### src/spcg_pkg.sv
package spcg_pkg;
    // ------------------------------------------------------------
    // register map
    // ------------------------------------------------------------
    localparam logic [11:0] SLEEP_GATE_OFS = 12'h118;
    localparam logic [11:0] RUN_GATE_OFS = 12'h100;
    localparam logic [11:0] DEEP_GATE_OFS = 12'h128;
    localparam logic [11:0] RUN_CFG_OFS = 12'h060;
    localparam logic [11:0] MODE_STAT_OFS = 12'h140;
    localparam int NPORTS = 5;
    localparam int ACG_BIT = 27;
    localparam logic [4:0] GATE_RST = 5'h00;
    localparam logic [31:0] REG_RST = 32'h0000_0000;
    localparam logic [31:0] ERR_VAL = 32'hDEAD_0BAD;

    // ------------------------------------------------------------
    // types
    // ------------------------------------------------------------
    typedef enum logic [1:0] {
        SPCG_RUN = 2'h0,
        SPCG_SLEEP = 2'h1,
        SPCG_DEEP = 2'h3
    } spcg_mode_t;

    typedef struct packed {
        logic sel;
        logic enable;
        logic write;
        logic [11:0] addr;
        logic [31:0] wdata;
    } spcg_apb_req_t;

    typedef struct packed {
        logic sel;
        logic write;
        logic [2:0] port;
    } spcg_port_req_t;
endpackage

### src/spcg_top.sv
`timescale 1ns/10ps
module spcg_top (
    input wire logic CLK,
    input wire logic RST,
    input wire logic PSEL,
    input wire logic PENABLE,
    input wire logic PWRITE,
    input wire logic [11:0] PADDR,
    input wire logic [31:0] PWDATA,
    output logic [31:0] PRDATA,
    output logic PREADY,
    output logic PSLVERR,
    input wire logic SLEEP_REQ,
    input wire logic DEEP_REQ,
    input wire logic PORT_SEL,
    input wire logic PORT_WRITE,
    input wire logic [2:0] PORT_IDX,
    output logic PORT_FAULT,
    output logic [4:0] PORT_CLK_EN
);
    // ------------------------------------------------------------
    // request carriers and mode sync
    // ------------------------------------------------------------
    spcg_pkg::spcg_apb_req_t apb;
    spcg_pkg::spcg_port_req_t prq;
    logic [1:0] slp_s1_r, slp_s1_nxt, slp_s2_r, slp_s2_nxt;
    spcg_pkg::spcg_mode_t mode_r, mode_nxt;

    assign apb = '{sel: PSEL, enable: PENABLE, write: PWRITE, addr: PADDR, wdata: PWDATA};
    assign prq = '{sel: PORT_SEL, write: PORT_WRITE, port: PORT_IDX};

    always_comb begin
        slp_s1_nxt = {DEEP_REQ, SLEEP_REQ};
        slp_s2_nxt = slp_s1_r;
        if (slp_s2_r[1]) begin
            mode_nxt = spcg_pkg::SPCG_DEEP;
        end else if (slp_s2_r[0]) begin
            mode_nxt = spcg_pkg::SPCG_SLEEP;
        end else begin
            mode_nxt = spcg_pkg::SPCG_RUN;
        end
    end

    always_ff @(posedge CLK) begin
        if (RST) begin
            slp_s1_r <= 2'h0;
            slp_s2_r <= 2'h0;
            mode_r <= spcg_pkg::SPCG_RUN;
        end else begin
            slp_s1_r <= slp_s1_nxt;
            slp_s2_r <= slp_s2_nxt;
            mode_r <= mode_nxt;
        end
    end

    // ------------------------------------------------------------
    // registers
    // ------------------------------------------------------------
    logic [4:0] run_gate_r, run_gate_nxt;
    logic [4:0] sleep_gate_r, sleep_gate_nxt;
    logic [4:0] deep_gate_r, deep_gate_nxt;
    logic acg_r, acg_nxt;
    logic [31:0] prdata_r, prdata_nxt;
    logic pready_r, pready_nxt;
    logic pslverr_r, pslverr_nxt;
    logic access, wr;

    function automatic logic known_addr(input logic [11:0] a);
        return a == spcg_pkg::SLEEP_GATE_OFS || a == spcg_pkg::RUN_GATE_OFS ||
            a == spcg_pkg::DEEP_GATE_OFS || a == spcg_pkg::RUN_CFG_OFS ||
            a == spcg_pkg::MODE_STAT_OFS;
    endfunction

    // one wait state: setup, access, then answer registered
    assign access = apb.sel && apb.enable && !pready_r;
    assign wr = access && apb.write;

    always_comb begin
        run_gate_nxt = run_gate_r;
        sleep_gate_nxt = sleep_gate_r;
        deep_gate_nxt = deep_gate_r;
        acg_nxt = acg_r;
        prdata_nxt = prdata_r;
        pready_nxt = access;
        pslverr_nxt = access && !known_addr(apb.addr);
        if (wr) begin
            // upper bits dropped on write
            case (apb.addr)
                spcg_pkg::SLEEP_GATE_OFS: sleep_gate_nxt = apb.wdata[4:0];
                spcg_pkg::RUN_GATE_OFS: run_gate_nxt = apb.wdata[4:0];
                spcg_pkg::DEEP_GATE_OFS: deep_gate_nxt = apb.wdata[4:0];
                spcg_pkg::RUN_CFG_OFS: acg_nxt = apb.wdata[spcg_pkg::ACG_BIT];
                default: ;
            endcase
        end
        if (access && !apb.write) begin
            case (apb.addr)
                spcg_pkg::SLEEP_GATE_OFS: prdata_nxt = {27'h0, sleep_gate_r};
                spcg_pkg::RUN_GATE_OFS: prdata_nxt = {27'h0, run_gate_r};
                spcg_pkg::DEEP_GATE_OFS: prdata_nxt = {27'h0, deep_gate_r};
                spcg_pkg::RUN_CFG_OFS: prdata_nxt = 32'(acg_r) << spcg_pkg::ACG_BIT;
                spcg_pkg::MODE_STAT_OFS: prdata_nxt = {25'h0, mode_r, PORT_CLK_EN};
                default: prdata_nxt = spcg_pkg::REG_RST;
            endcase
        end
    end

    always_ff @(posedge CLK) begin
        if (RST) begin
            run_gate_r <= spcg_pkg::GATE_RST;
            sleep_gate_r <= spcg_pkg::GATE_RST;
            deep_gate_r <= spcg_pkg::GATE_RST;
            acg_r <= 1'b0;
            prdata_r <= spcg_pkg::REG_RST;
            pready_r <= 1'b0;
            pslverr_r <= 1'b0;
        end else begin
            run_gate_r <= run_gate_nxt;
            sleep_gate_r <= sleep_gate_nxt;
            deep_gate_r <= deep_gate_nxt;
            acg_r <= acg_nxt;
            prdata_r <= prdata_nxt;
            pready_r <= pready_nxt;
            pslverr_r <= pslverr_nxt;
        end
    end

    assign PRDATA = prdata_r;
    assign PREADY = pready_r;
    assign PSLVERR = pslverr_r;

    // ------------------------------------------------------------
    // effective enables and fault
    // ------------------------------------------------------------
    logic [4:0] clk_en_r, clk_en_nxt;
    logic fault_r, fault_nxt;

    always_comb begin
        // run gates unless auto gating is on in sleep or deep mode
        clk_en_nxt = run_gate_r;
        if (acg_r) begin
            case (mode_r)
                spcg_pkg::SPCG_SLEEP: clk_en_nxt = sleep_gate_r;
                spcg_pkg::SPCG_DEEP: clk_en_nxt = deep_gate_r;
                default: clk_en_nxt = run_gate_r;
            endcase
        end
        // unknown port index treated as gated
        fault_nxt = prq.sel && (prq.port >= 3'(spcg_pkg::NPORTS) ||
            !clk_en_r[prq.port]);
    end

    // registered enable feeds an external latch-based gate, so no glitch
    always_ff @(posedge CLK) begin
        if (RST) begin
            clk_en_r <= spcg_pkg::GATE_RST;
            fault_r <= 1'b0;
        end else begin
            clk_en_r <= clk_en_nxt;
            fault_r <= fault_nxt;
        end
    end

    assign PORT_CLK_EN = clk_en_r;
    assign PORT_FAULT = fault_r;
endmodule

### config.mk
export PLATFORM = sky130hd
export DESIGN_NAME = spcg_top
export DESIGN_NICKNAME = d
export VERILOG_FILES = /design/src/spcg_pkg.sv /design/src/spcg_top.sv
export SDC_FILE = /design/constraint.sdc
export NUM_CORES = 1
export LEC_CHECK = 0
export ABC_AREA = 0
export BUFFER_PORTS_ARGS = -buffer_cell sky130_fd_sc_hd__clkbuf_2
export CAP_MARGIN = 30
export CORE_MARGIN = 2
export CORE_UTILIZATION = 50
export DETAILED_ROUTE_END_ITERATION = 7
export PLACE_DENSITY_LB_ADDON = 0.3
export SLEW_MARGIN = 15
export SYNTH_ARGS = -nofsm -noshare
export SYNTH_HDL_FRONTEND = slang
export SYNTH_SLANG_ARGS = --single-unit
### constraint.sdc
create_clock -name CLK -period 5.3 [get_ports CLK]
set_input_delay 1.06 -clock CLK [delete_from_list [all_inputs] [get_ports CLK]]
set_output_delay 1.06 -clock CLK [all_outputs]
set_load 0.01 [all_outputs]
# Word level (Yosys, flattened, before mapping)
# Index checks and enable logic that the tools add are counted.
dict set report op_classes {
  n_lt_le_gt_ge 2
  n_eq_ne 7
  n_mux 7
  n_reduce_logical 19
}
# operator count
set op_table {}
lappend op_table {{$pmux 28 s5} 1}
lappend op_table {{$eq 12x9->1 const B} 4}
lappend op_table {{$eq 12x7->1 const B} 1}
lappend op_table {{$pmux 5 s2} 1}
lappend op_table {{$reduce_and 2->1} 4}
lappend op_table {{$logic_and 1x1->1} 6}
lappend op_table {{$logic_or 1x1->1} 5}
lappend op_table {{$mux 5} 1}
lappend op_table {{$logic_not 1->1} 4}
lappend op_table {{$lt 3x4->1 const B} 1}
lappend op_table {{$bmux 1 s3} 1}
lappend op_table {{$ge 3x3->1 const B} 1}
lappend op_table {{$eq 2x1->1 const B} 1}
lappend op_table {{$eq 2x2->1 const B} 1}
lappend op_table {{$mux 1} 2}
lappend op_table {{$mux 2} 1}
dict set report totals {
  ff_bits 62
  in_bits 56
  output_inout_bits 40
  elab_cells 47
}

# Longest topological paths before layout
# Gate-level depths: netlist of the first run.
dict set report logic_depth {
  depth_word 7
  depth_mapped 6
  mapped_depth_nobuf 4
}

# Worst setup path before layout of the first run
# Ideal clock, no wire load.
dict set report synth_path {
  path_type {input to register}
  start {in PADDR[3]}
  end {reg run_gate_r[0]}
  setup_time_ns 0.132
  arrival_ns 2.314
  required_ns 5.168
  slack_ns 2.854
  stages 6
  path_buffers 2
  path_cell_list {buf_2 or2_2 clkbuf_1 or4_4 o21ai_1 a21oi_1}
}
dict set report synth_between {
  elab_chain_cells 2
}
# item line
set synth_rtl {}
lappend synth_rtl {{start, declared} spcg_top.sv:8} ;# input wire logic [11:0] PADDR,
lappend synth_rtl {{$eq 12x9->1} spcg_top.sv:88} ;# case (apb.addr)
lappend synth_rtl {{$reduce_and 2->1 (no source line)} n/a}
lappend synth_rtl {{end signal, assigned} spcg_top.sv:110} ;# run_gate_r <= spcg_pkg::GATE_RST;
lappend synth_rtl {{end signal, assigned} spcg_top.sv:118} ;# run_gate_r <= run_gate_nxt;
lappend synth_rtl {{end, declared} spcg_top.sv:59} ;# logic [4:0] run_gate_r, run_gate_nxt;
# Every way passes these cells.
# A chain may end at the register's enable or synchronous reset.

# Worst setup path in the final report of the first run
dict set report layout_path {
  start {in PADDR[2]}
  end {reg run_gate_r[1]}
}
# The elaborated chain is that of the path after synthesis.

==> results of run 1 <==
[worst max path at each step]
stage,startpoint,to,slack (ns),depth (start not counted)
2_1_floorplan,PADDR[3],run_gate_r[0],2.85,6
3_3_place_gp,PADDR[2],run_gate_r[3],2.41,5
3_5_place_dp,PADDR[2],run_gate_r[1],2.39,5
4_1_cts,PADDR[2],run_gate_r[1],2.69,5
5_1_grt,PADDR[2],run_gate_r[4],2.61,5
6_report,PADDR[2],run_gate_r[1],2.68,5
[through the flow]
stage / std cells / hold WS (ns) / total power [µW] / cell area (µm²) / utilization, %
2_1_floorplan: 259 / 0.411 / 340 / 2090 / -
3_3_place_gp: 312 / 0.419 / 344 / 2120 / 53.8
3_5_place_dp: 312 / 0.424 / 344 / 2120 / 53.8
4_1_cts: 320 / 0.442 / 579 / 2230 / 56.5
5_1_grt: 320 / 0.456 / 599 / 2230 / 56.5
6_report: 320 / 0.436 / 574 / 2230 / 56.5
[power by group]
| group | switching, µW | internal, µW | leakage, µW |
|---|---|---|---|
| Clock | 97.4 | 138 | 0.0000579 |
| Sequential | 1.69 | 288 | 0.000308 |
| Combinational | 33.3 | 15.2 | 0.000463 |
[synthesized netlist by cell type, types with 2 or more instances]
cell       n
o21ai_0   11
and2_1     3
nor4_1     6
mux2i_1   10
nor2b_1    7
a21oi_1   19
nand4_1    8
nor3_2     2
buf_2      7
nor2_1    14
clkbuf_1   9
nor3_1     3
nor4bb_1   2
dfxtp_1   38
a221oi_1   5
o21ai_1   11
a211oi_1   6
buf_4     25
and3_1     2
nand2_1    9
nand3_1   19
[flip-flops by register name, summed over array words and instances (netlist names)]
signal / cells
PORT_CLK_EN: 5
PORT_FAULT: 1
PRDATA: 8
PREADY: 1
PSLVERR: 1
acg_r: 1
deep_gate_r: 5
mode_r: 2
run_gate_r: 5
sleep_gate_r: 5
slp_s1_r: 2
slp_s2_r: 2
[logic make-up after synthesis]
family                 after synthesis
AND/OR/NAND/NOR                     91
AO/OA/AOI/OAI                       53
XOR/XNOR                             1
buffers and inverters               41
other                                1
multiplexers                        11
flip-flops                          38
[routing by layer]
layer | vias up | track usage (%) | wire length, µm
li1 | 874 | - | -
met1 | 826 | 27.5 | 1950
met2 | 54 | 32.8 | 2150
met3 | 9 | 6.17 | 267
met4 | 0 | 6.12 | 60
met5 | - | 0 | 0
[area by class of cell]
class	count	area share [%]
clock buffers	5	3.09
clock inverters	3	1.80
multi-input cells	180	48.3
flip-flops and latches	38	34.1
well taps	50	2.81
repair buffers	44	9.88
==> metrics.csv, run 1 <==
stage,metric,value,unit
outcome,status,"complete, no violations",
timing,tightest_slew,0.696,ns
synthesis,syn_avg_cell_area,8.50,µm²
critical_path,start_kind,primary input,
cells_and_area,multi_input_comb_area,1080,µm²
synthesis,synth_ff_type,dfxtp_1,
synthesis,synth.area.mux_share,6.11,%
route,ant_nets,0,
cells_and_area,layout_common_cells,"44 x clkbuf_2, 38 x dfxtp_1, 24 x conb_1",
clock_network,cts_setup_buffers,0,
critical_path,critical_path_class,primary input to register,
placement,dp_hpwl,3320,µm
synthesis,synth-simple-area-share,27.4,%
placement,io_buffers,44,
critical_path,slowest_delay,0.77,ns
critical_path,critPathTopFamily,simple AND/OR/NAND/NOR gates,
job,max_cap_viol_count,0,
cells_and_area,final_common_cell,clkbuf_2,
route,drt-total-wl,4430,µm
critical_path,r2r-start,PREADY,
clock_network,cts_root_buf,clkbuf_8,
synthesis,synthDistinctLibCells,41,
global_route,grt_pass1_vias,1474,
timing,finalCriticalPeriod,2.62,ns
cells_and_area,ff_latch_area,761,µm²
floorplanning,pin_count,96,
floorplanning,fp.dieH,67.4,µm
synthesis,synth_xor_area_share,0.436,%
route,firstDrtPassIters,4,
clock_network,tritoncts,yes,
synthesis,async_flop_share,0,%
clock_network,cts_buffers,5,
synthesis,ys_seq_area_share,37.9,%
timing,slew_headroom,53.6,%
floorplanning,die_w,67.4,µm
global_route,grt_usage,20.8,%
synthesis,synth_top_family_by_area,simple AND/OR/NAND/NOR gates,
clock_network,clock_latency,0.29,ns
timing,rsz0062_at_grt,no,
synthesis,synth-adder-area-share,0,%
synthesis,yosysTopAreaCellShare,37.9,%
synthesis,netlist_top_cells_area,"dfxtp_1 38%, buf_4 9.4%, mux2i_1 5.0%",
floorplanning,rows,23,
route,wl_per_cell,13.8,µm
timing,hold_viol_final,0,
hold_path,whs_endpoint,slp_s2_r[1],
global_route,grt-ovfl-total,0,
floorplanning,core_area,3940,µm²
clock_network,cts.sinks,38,
critical_path,cp.required,5.44,ns
global_route,antenna_found_initial,0,
synthesis,synth.cell_area,2010,µm²
power_and_ir_drop,power_density,258,nW/µm²
placement,dpl_worst_slack,2.39,ns
timing,setup_viol,0,
power_and_ir_drop,vdd_ir_drop_max,0.179,mV
timing,slew_viol_final,0,
placement,place_congestion,0.908,
clock_network,cts_buffer_depth,2,
critical_path,crit_slowest_cell,or4_1,
clock_network,hold_buffers,0,
hold_path,worstHoldStart,slp_s1_r[1],
clock_network,htreeDepth,2,
cells_and_area,fill_cells,393,
timing,finClkSkew,0.00352,ns
clock_network,clk_pin_slew_worst_paths,0.07,ns
synthesis,synth_edf_count,0,
critical_path,worstSetupEndpointType,register,
synthesis,synthCells,236,
critical_path,rrSetupSlack,3.54,ns
route,dr_total_vias,1763,
critical_path,r2r-end,run_gate_r[1],
clock_network,cts_resized,0,
timing,fin_ws,2.68,ns
synthesis,synth_top_area_cell,dfxtp_1,
floorplanning,start_util,50.9,%
critical_path,reg2reg_depth,4,
global_route,grt_max_degree,35,
synthesis,synth_compound_area_share,15.1,%
critical_path,path_cells,clkbuf_2 -> or4_1 -> or4_4 -> o21ai_1 -> a21oi_1,
synthesis,yosysWarnings,0,
route,first_iter_violations,82,
critical_path,arrival,2.76,ns
timing,setup_tns,0,ns
cells_and_area,nNetsFinal,325,
floorplanning,die-area,4540,µm²
cells_and_area,antenna_cells,0,
power_and_ir_drop,p_leak,0.000829,µW
hold_path,whs_path_depth,1,
timing,period_share,49.5,%
critical_path,crit_fanout,11,
critical_path,crit_buf_inv,1,
synthesis,yosys_register_bits,38,
cells_and_area,drive_gt1_share,22.2,%
route,drc,0,
cells_and_area,syn_to_final_growth,11.0,%
hold_path,min_path_type,register to register,
timing,fmax,381,MHz
route,viasPerCell,5.51,
global_route,grt_pass1_wl,6980,µm
Power figures use the tool's default switching activity.
==> run 2, diff against run 1 <==
--- a/config.mk
+++ b/config.mk
@@ -9,7 +9,7 @@
 export BUFFER_PORTS_ARGS = -buffer_cell sky130_fd_sc_hd__clkbuf_2
 export CAP_MARGIN = 30
 export CORE_MARGIN = 2
-export CORE_UTILIZATION = 50
+export CORE_UTILIZATION = 42
 export DETAILED_ROUTE_END_ITERATION = 7
 export PLACE_DENSITY_LB_ADDON = 0.3
 export SLEW_MARGIN = 15
==> constraint.sdc (replaced) <==
create_clock -name CLK -period 2.25 [get_ports CLK]
set_input_delay 0.45 -clock CLK [delete_from_list [all_inputs] [get_ports CLK]]
set_output_delay 0.45 -clock CLK [all_outputs]
set_load 0.01 [all_outputs]
==> metrics.csv, run 2 (synthesis results as in run 1) <==
stage,metric,value,unit,change
critical_path,cp.required,2.47,ns,-2.97 ns
route,dr.max_layer_used,met4,,
route,drt-total-wl,4610,µm,+4.0%
route,drc,0,,unchanged
route,ant_nets,0,,unchanged
floorplanning,core_area,4660,µm²,+18%
global_route,grt_max_degree,28,,-20%
placement,io_buffers,44,,unchanged
floorplanning,rows,25,,+8.7%
clock_network,cts_resized,0,,unchanged
route,wl_per_cell,13.9,µm,+0.24%
clock_network,cts_buffers,5,,unchanged
critical_path,slowest_delay,0.55,ns,-0.22 ns
cells_and_area,layout_common_cells,"44 x clkbuf_2, 38 x dfxtp_1, 24 x conb_1",,
power_and_ir_drop,p_leak,0.000856,µW,+3.2%
timing,slew_headroom,57.4,%,+3.9 points
placement,dp_hpwl,3500,µm,+5.4%
route,first_iter_violations,54,,-34%
power_and_ir_drop,finalPower,1290,µW,+120%
route,dr_total_vias,1787,,+1.4%
global_route,grt_usage,18.3,%,-2.5 points
critical_path,critPathTopFamily,simple AND/OR/NAND/NOR gates,,
placement,place_congestion,0.889,,-2.1%
floorplanning,fp.dieH,73.1,µm,+8.6%
hold_path,min_path_type,primary input to register,,
cells_and_area,final_common_cell,clkbuf_2,,
critical_path,crit_fanout,10,,-1
cells_and_area,fill_cells,479,,+22%
clock_network,clock_latency,0.29,ns,about the same
outcome,status,"complete, no violations",,
floorplanning,pin_count,96,,unchanged
floorplanning,die_w,73.1,µm,+8.6%
floorplanning,start_util,43.1,%,-7.8 points
critical_path,arrival,1.98,ns,-0.78 ns
route,viasPerCell,5.38,,-2.3%
cells_and_area,largest_reg_flops,8,,unchanged
critical_path,critical_path_class,primary input to register,,
timing,rsz0062_at_grt,no,,
timing,tightest_slew,0.630,ns,-0.0664 ns
clock_network,cts_setup_buffers,0,,unchanged
clock_network,cts_root_buf,clkbuf_8,,
critical_path,crit_slowest_cell,or4_1,,
timing,setup_viol,0,,unchanged
global_route,grt-ovfl-total,0,,unchanged
route,firstDrtPassIters,4,,unchanged
cells_and_area,antenna_cells,0,,unchanged
power_and_ir_drop,vdd_ir_drop_max,0.422,mV,+140%
cells_and_area,nNetsFinal,333,,+2.5%
clock_network,htreeDepth,2,,unchanged
global_route,antenna_found_initial,0,,unchanged
clock_network,tritoncts,yes,,
timing,finClkSkew,0.00317,ns,-0.000355 ns
critical_path,start_kind,primary input,,
route,wirelength_met1,2060,µm,+5.6%
power_and_ir_drop,power_density,565,nW/µm²,+120%
global_route,grt_pass1_wl,7440,µm,+6.5%
timing,fmax,570,MHz,
route,wl_met3,287,µm,+7.5%
clock_network,clk_pin_slew_worst_paths,0.07,ns,about the same
timing,setup_tns,0,ns,unchanged
clock_network,cts.sinks,38,,unchanged
timing,finalCriticalPeriod,1.76,ns,
timing,period_share,78.0,%,
clock_network,cts_buffer_depth,2,,unchanged
critical_path,crit_buf_inv,2,,+1
critical_path,worstSetupEndpointType,register,,
timing,slew_viol_final,0,,unchanged
clock_network,hold_buffers,0,,unchanged
floorplanning,die-area,5350,µm²,+18%
global_route,grt_pass1_vias,1551,,+5.2%
job,max_cap_viol_count,0,,unchanged
critical_path,path_cells,clkbuf_2 -> or4_1 -> buf_4 -> nor3_2 -> a221oi_1 -> o21ai_1,,
timing,hold_viol_final,0,,unchanged
cells_and_area,drive_gt1_share,24.5,%,+2.2 points
cells_and_area,syn_to_final_growth,13.6,%,
route,dr_wl_met2,2190,µm,+1.8%
run 2: cell types whose count changed in the layout (fill, tap and decap cells not counted):
| cell | before | now |
|---|---|---|
| buf_4 | 0 | 8 |
| bufinv_16 | 1 | 0 |
| clkbuf_8 | 5 | 6 |
| clkinv_2 | 2 | 1 |
| clkinvlp_4 | 0 | 1 |
run 2: layout make-up:
type	instances	area [µm²]	share of cell area, %
multi-input combinational	180	1080	47.2
sequential	38	761	33.4
timing repair buffer	52	280	12.3
clock buffer	6	82.6	3.62
tap	54	67.6	2.96
clock inverter	2	12.5	0.549
run 2: final timing paths:
kind	startpoint	endpoint	slack, ns	cells after the start
hold / removal	SLEEP_REQ	slp_s1_r[0]	0.37	2
setup reg to reg	PREADY	PRDATA[3]	0.81	4
setup / recovery	PADDR[2]	PRDATA[3]	0.49	6
hold reg to reg	slp_s1_r[0]	slp_s2_r[0]	0.45	1
run 2: through the flow:
| stage | hold slack (ns) | worst slack (ns) | instances | utilization (%) | area, µm² |
|---|---|---|---|---|---|
| after detailed placement | 0.429 | 0.219 | 324 | 46.9 | 2180 |
| after global routing | 0.364 | 0.340 | 332 | 48.9 | 2280 |
| after CTS | 0.370 | 0.517 | 332 | 48.9 | 2280 |
| after floorplan | 0.411 | 0.414 | 259 | - | 2090 |
| after global placement | 0.419 | 0.237 | 324 | 46.9 | 2180 |
| final | 0.370 | 0.495 | 332 | 48.9 | 2280 |
run 2: per-layer routing:
layer | GRT usage [%] | up-vias
met3 | 4.28 | 9
li1 | - | 896
met1 | 24.3 | 826
met2 | 29.5 | 56
met5 | 0 | -
met4 | 5.56 | 0
run 2: worst reg2reg max path, cell delays in order, from the launching register on:
cell and delay [ns]:
dfxtp_1 0.35, nor4bb_1 0.59, nor2_1 0.22, nand2_1 0.11, o21ai_1 0.07
run 2: report_power, final:
part / total (µW) / internal (µW) / switching, µW
sequential: 683 / 679 / 3.92
clock: 481 / 246 / 235
combinational: 123 / 42.5 / 80.9
total: 1290 / 968 / 320
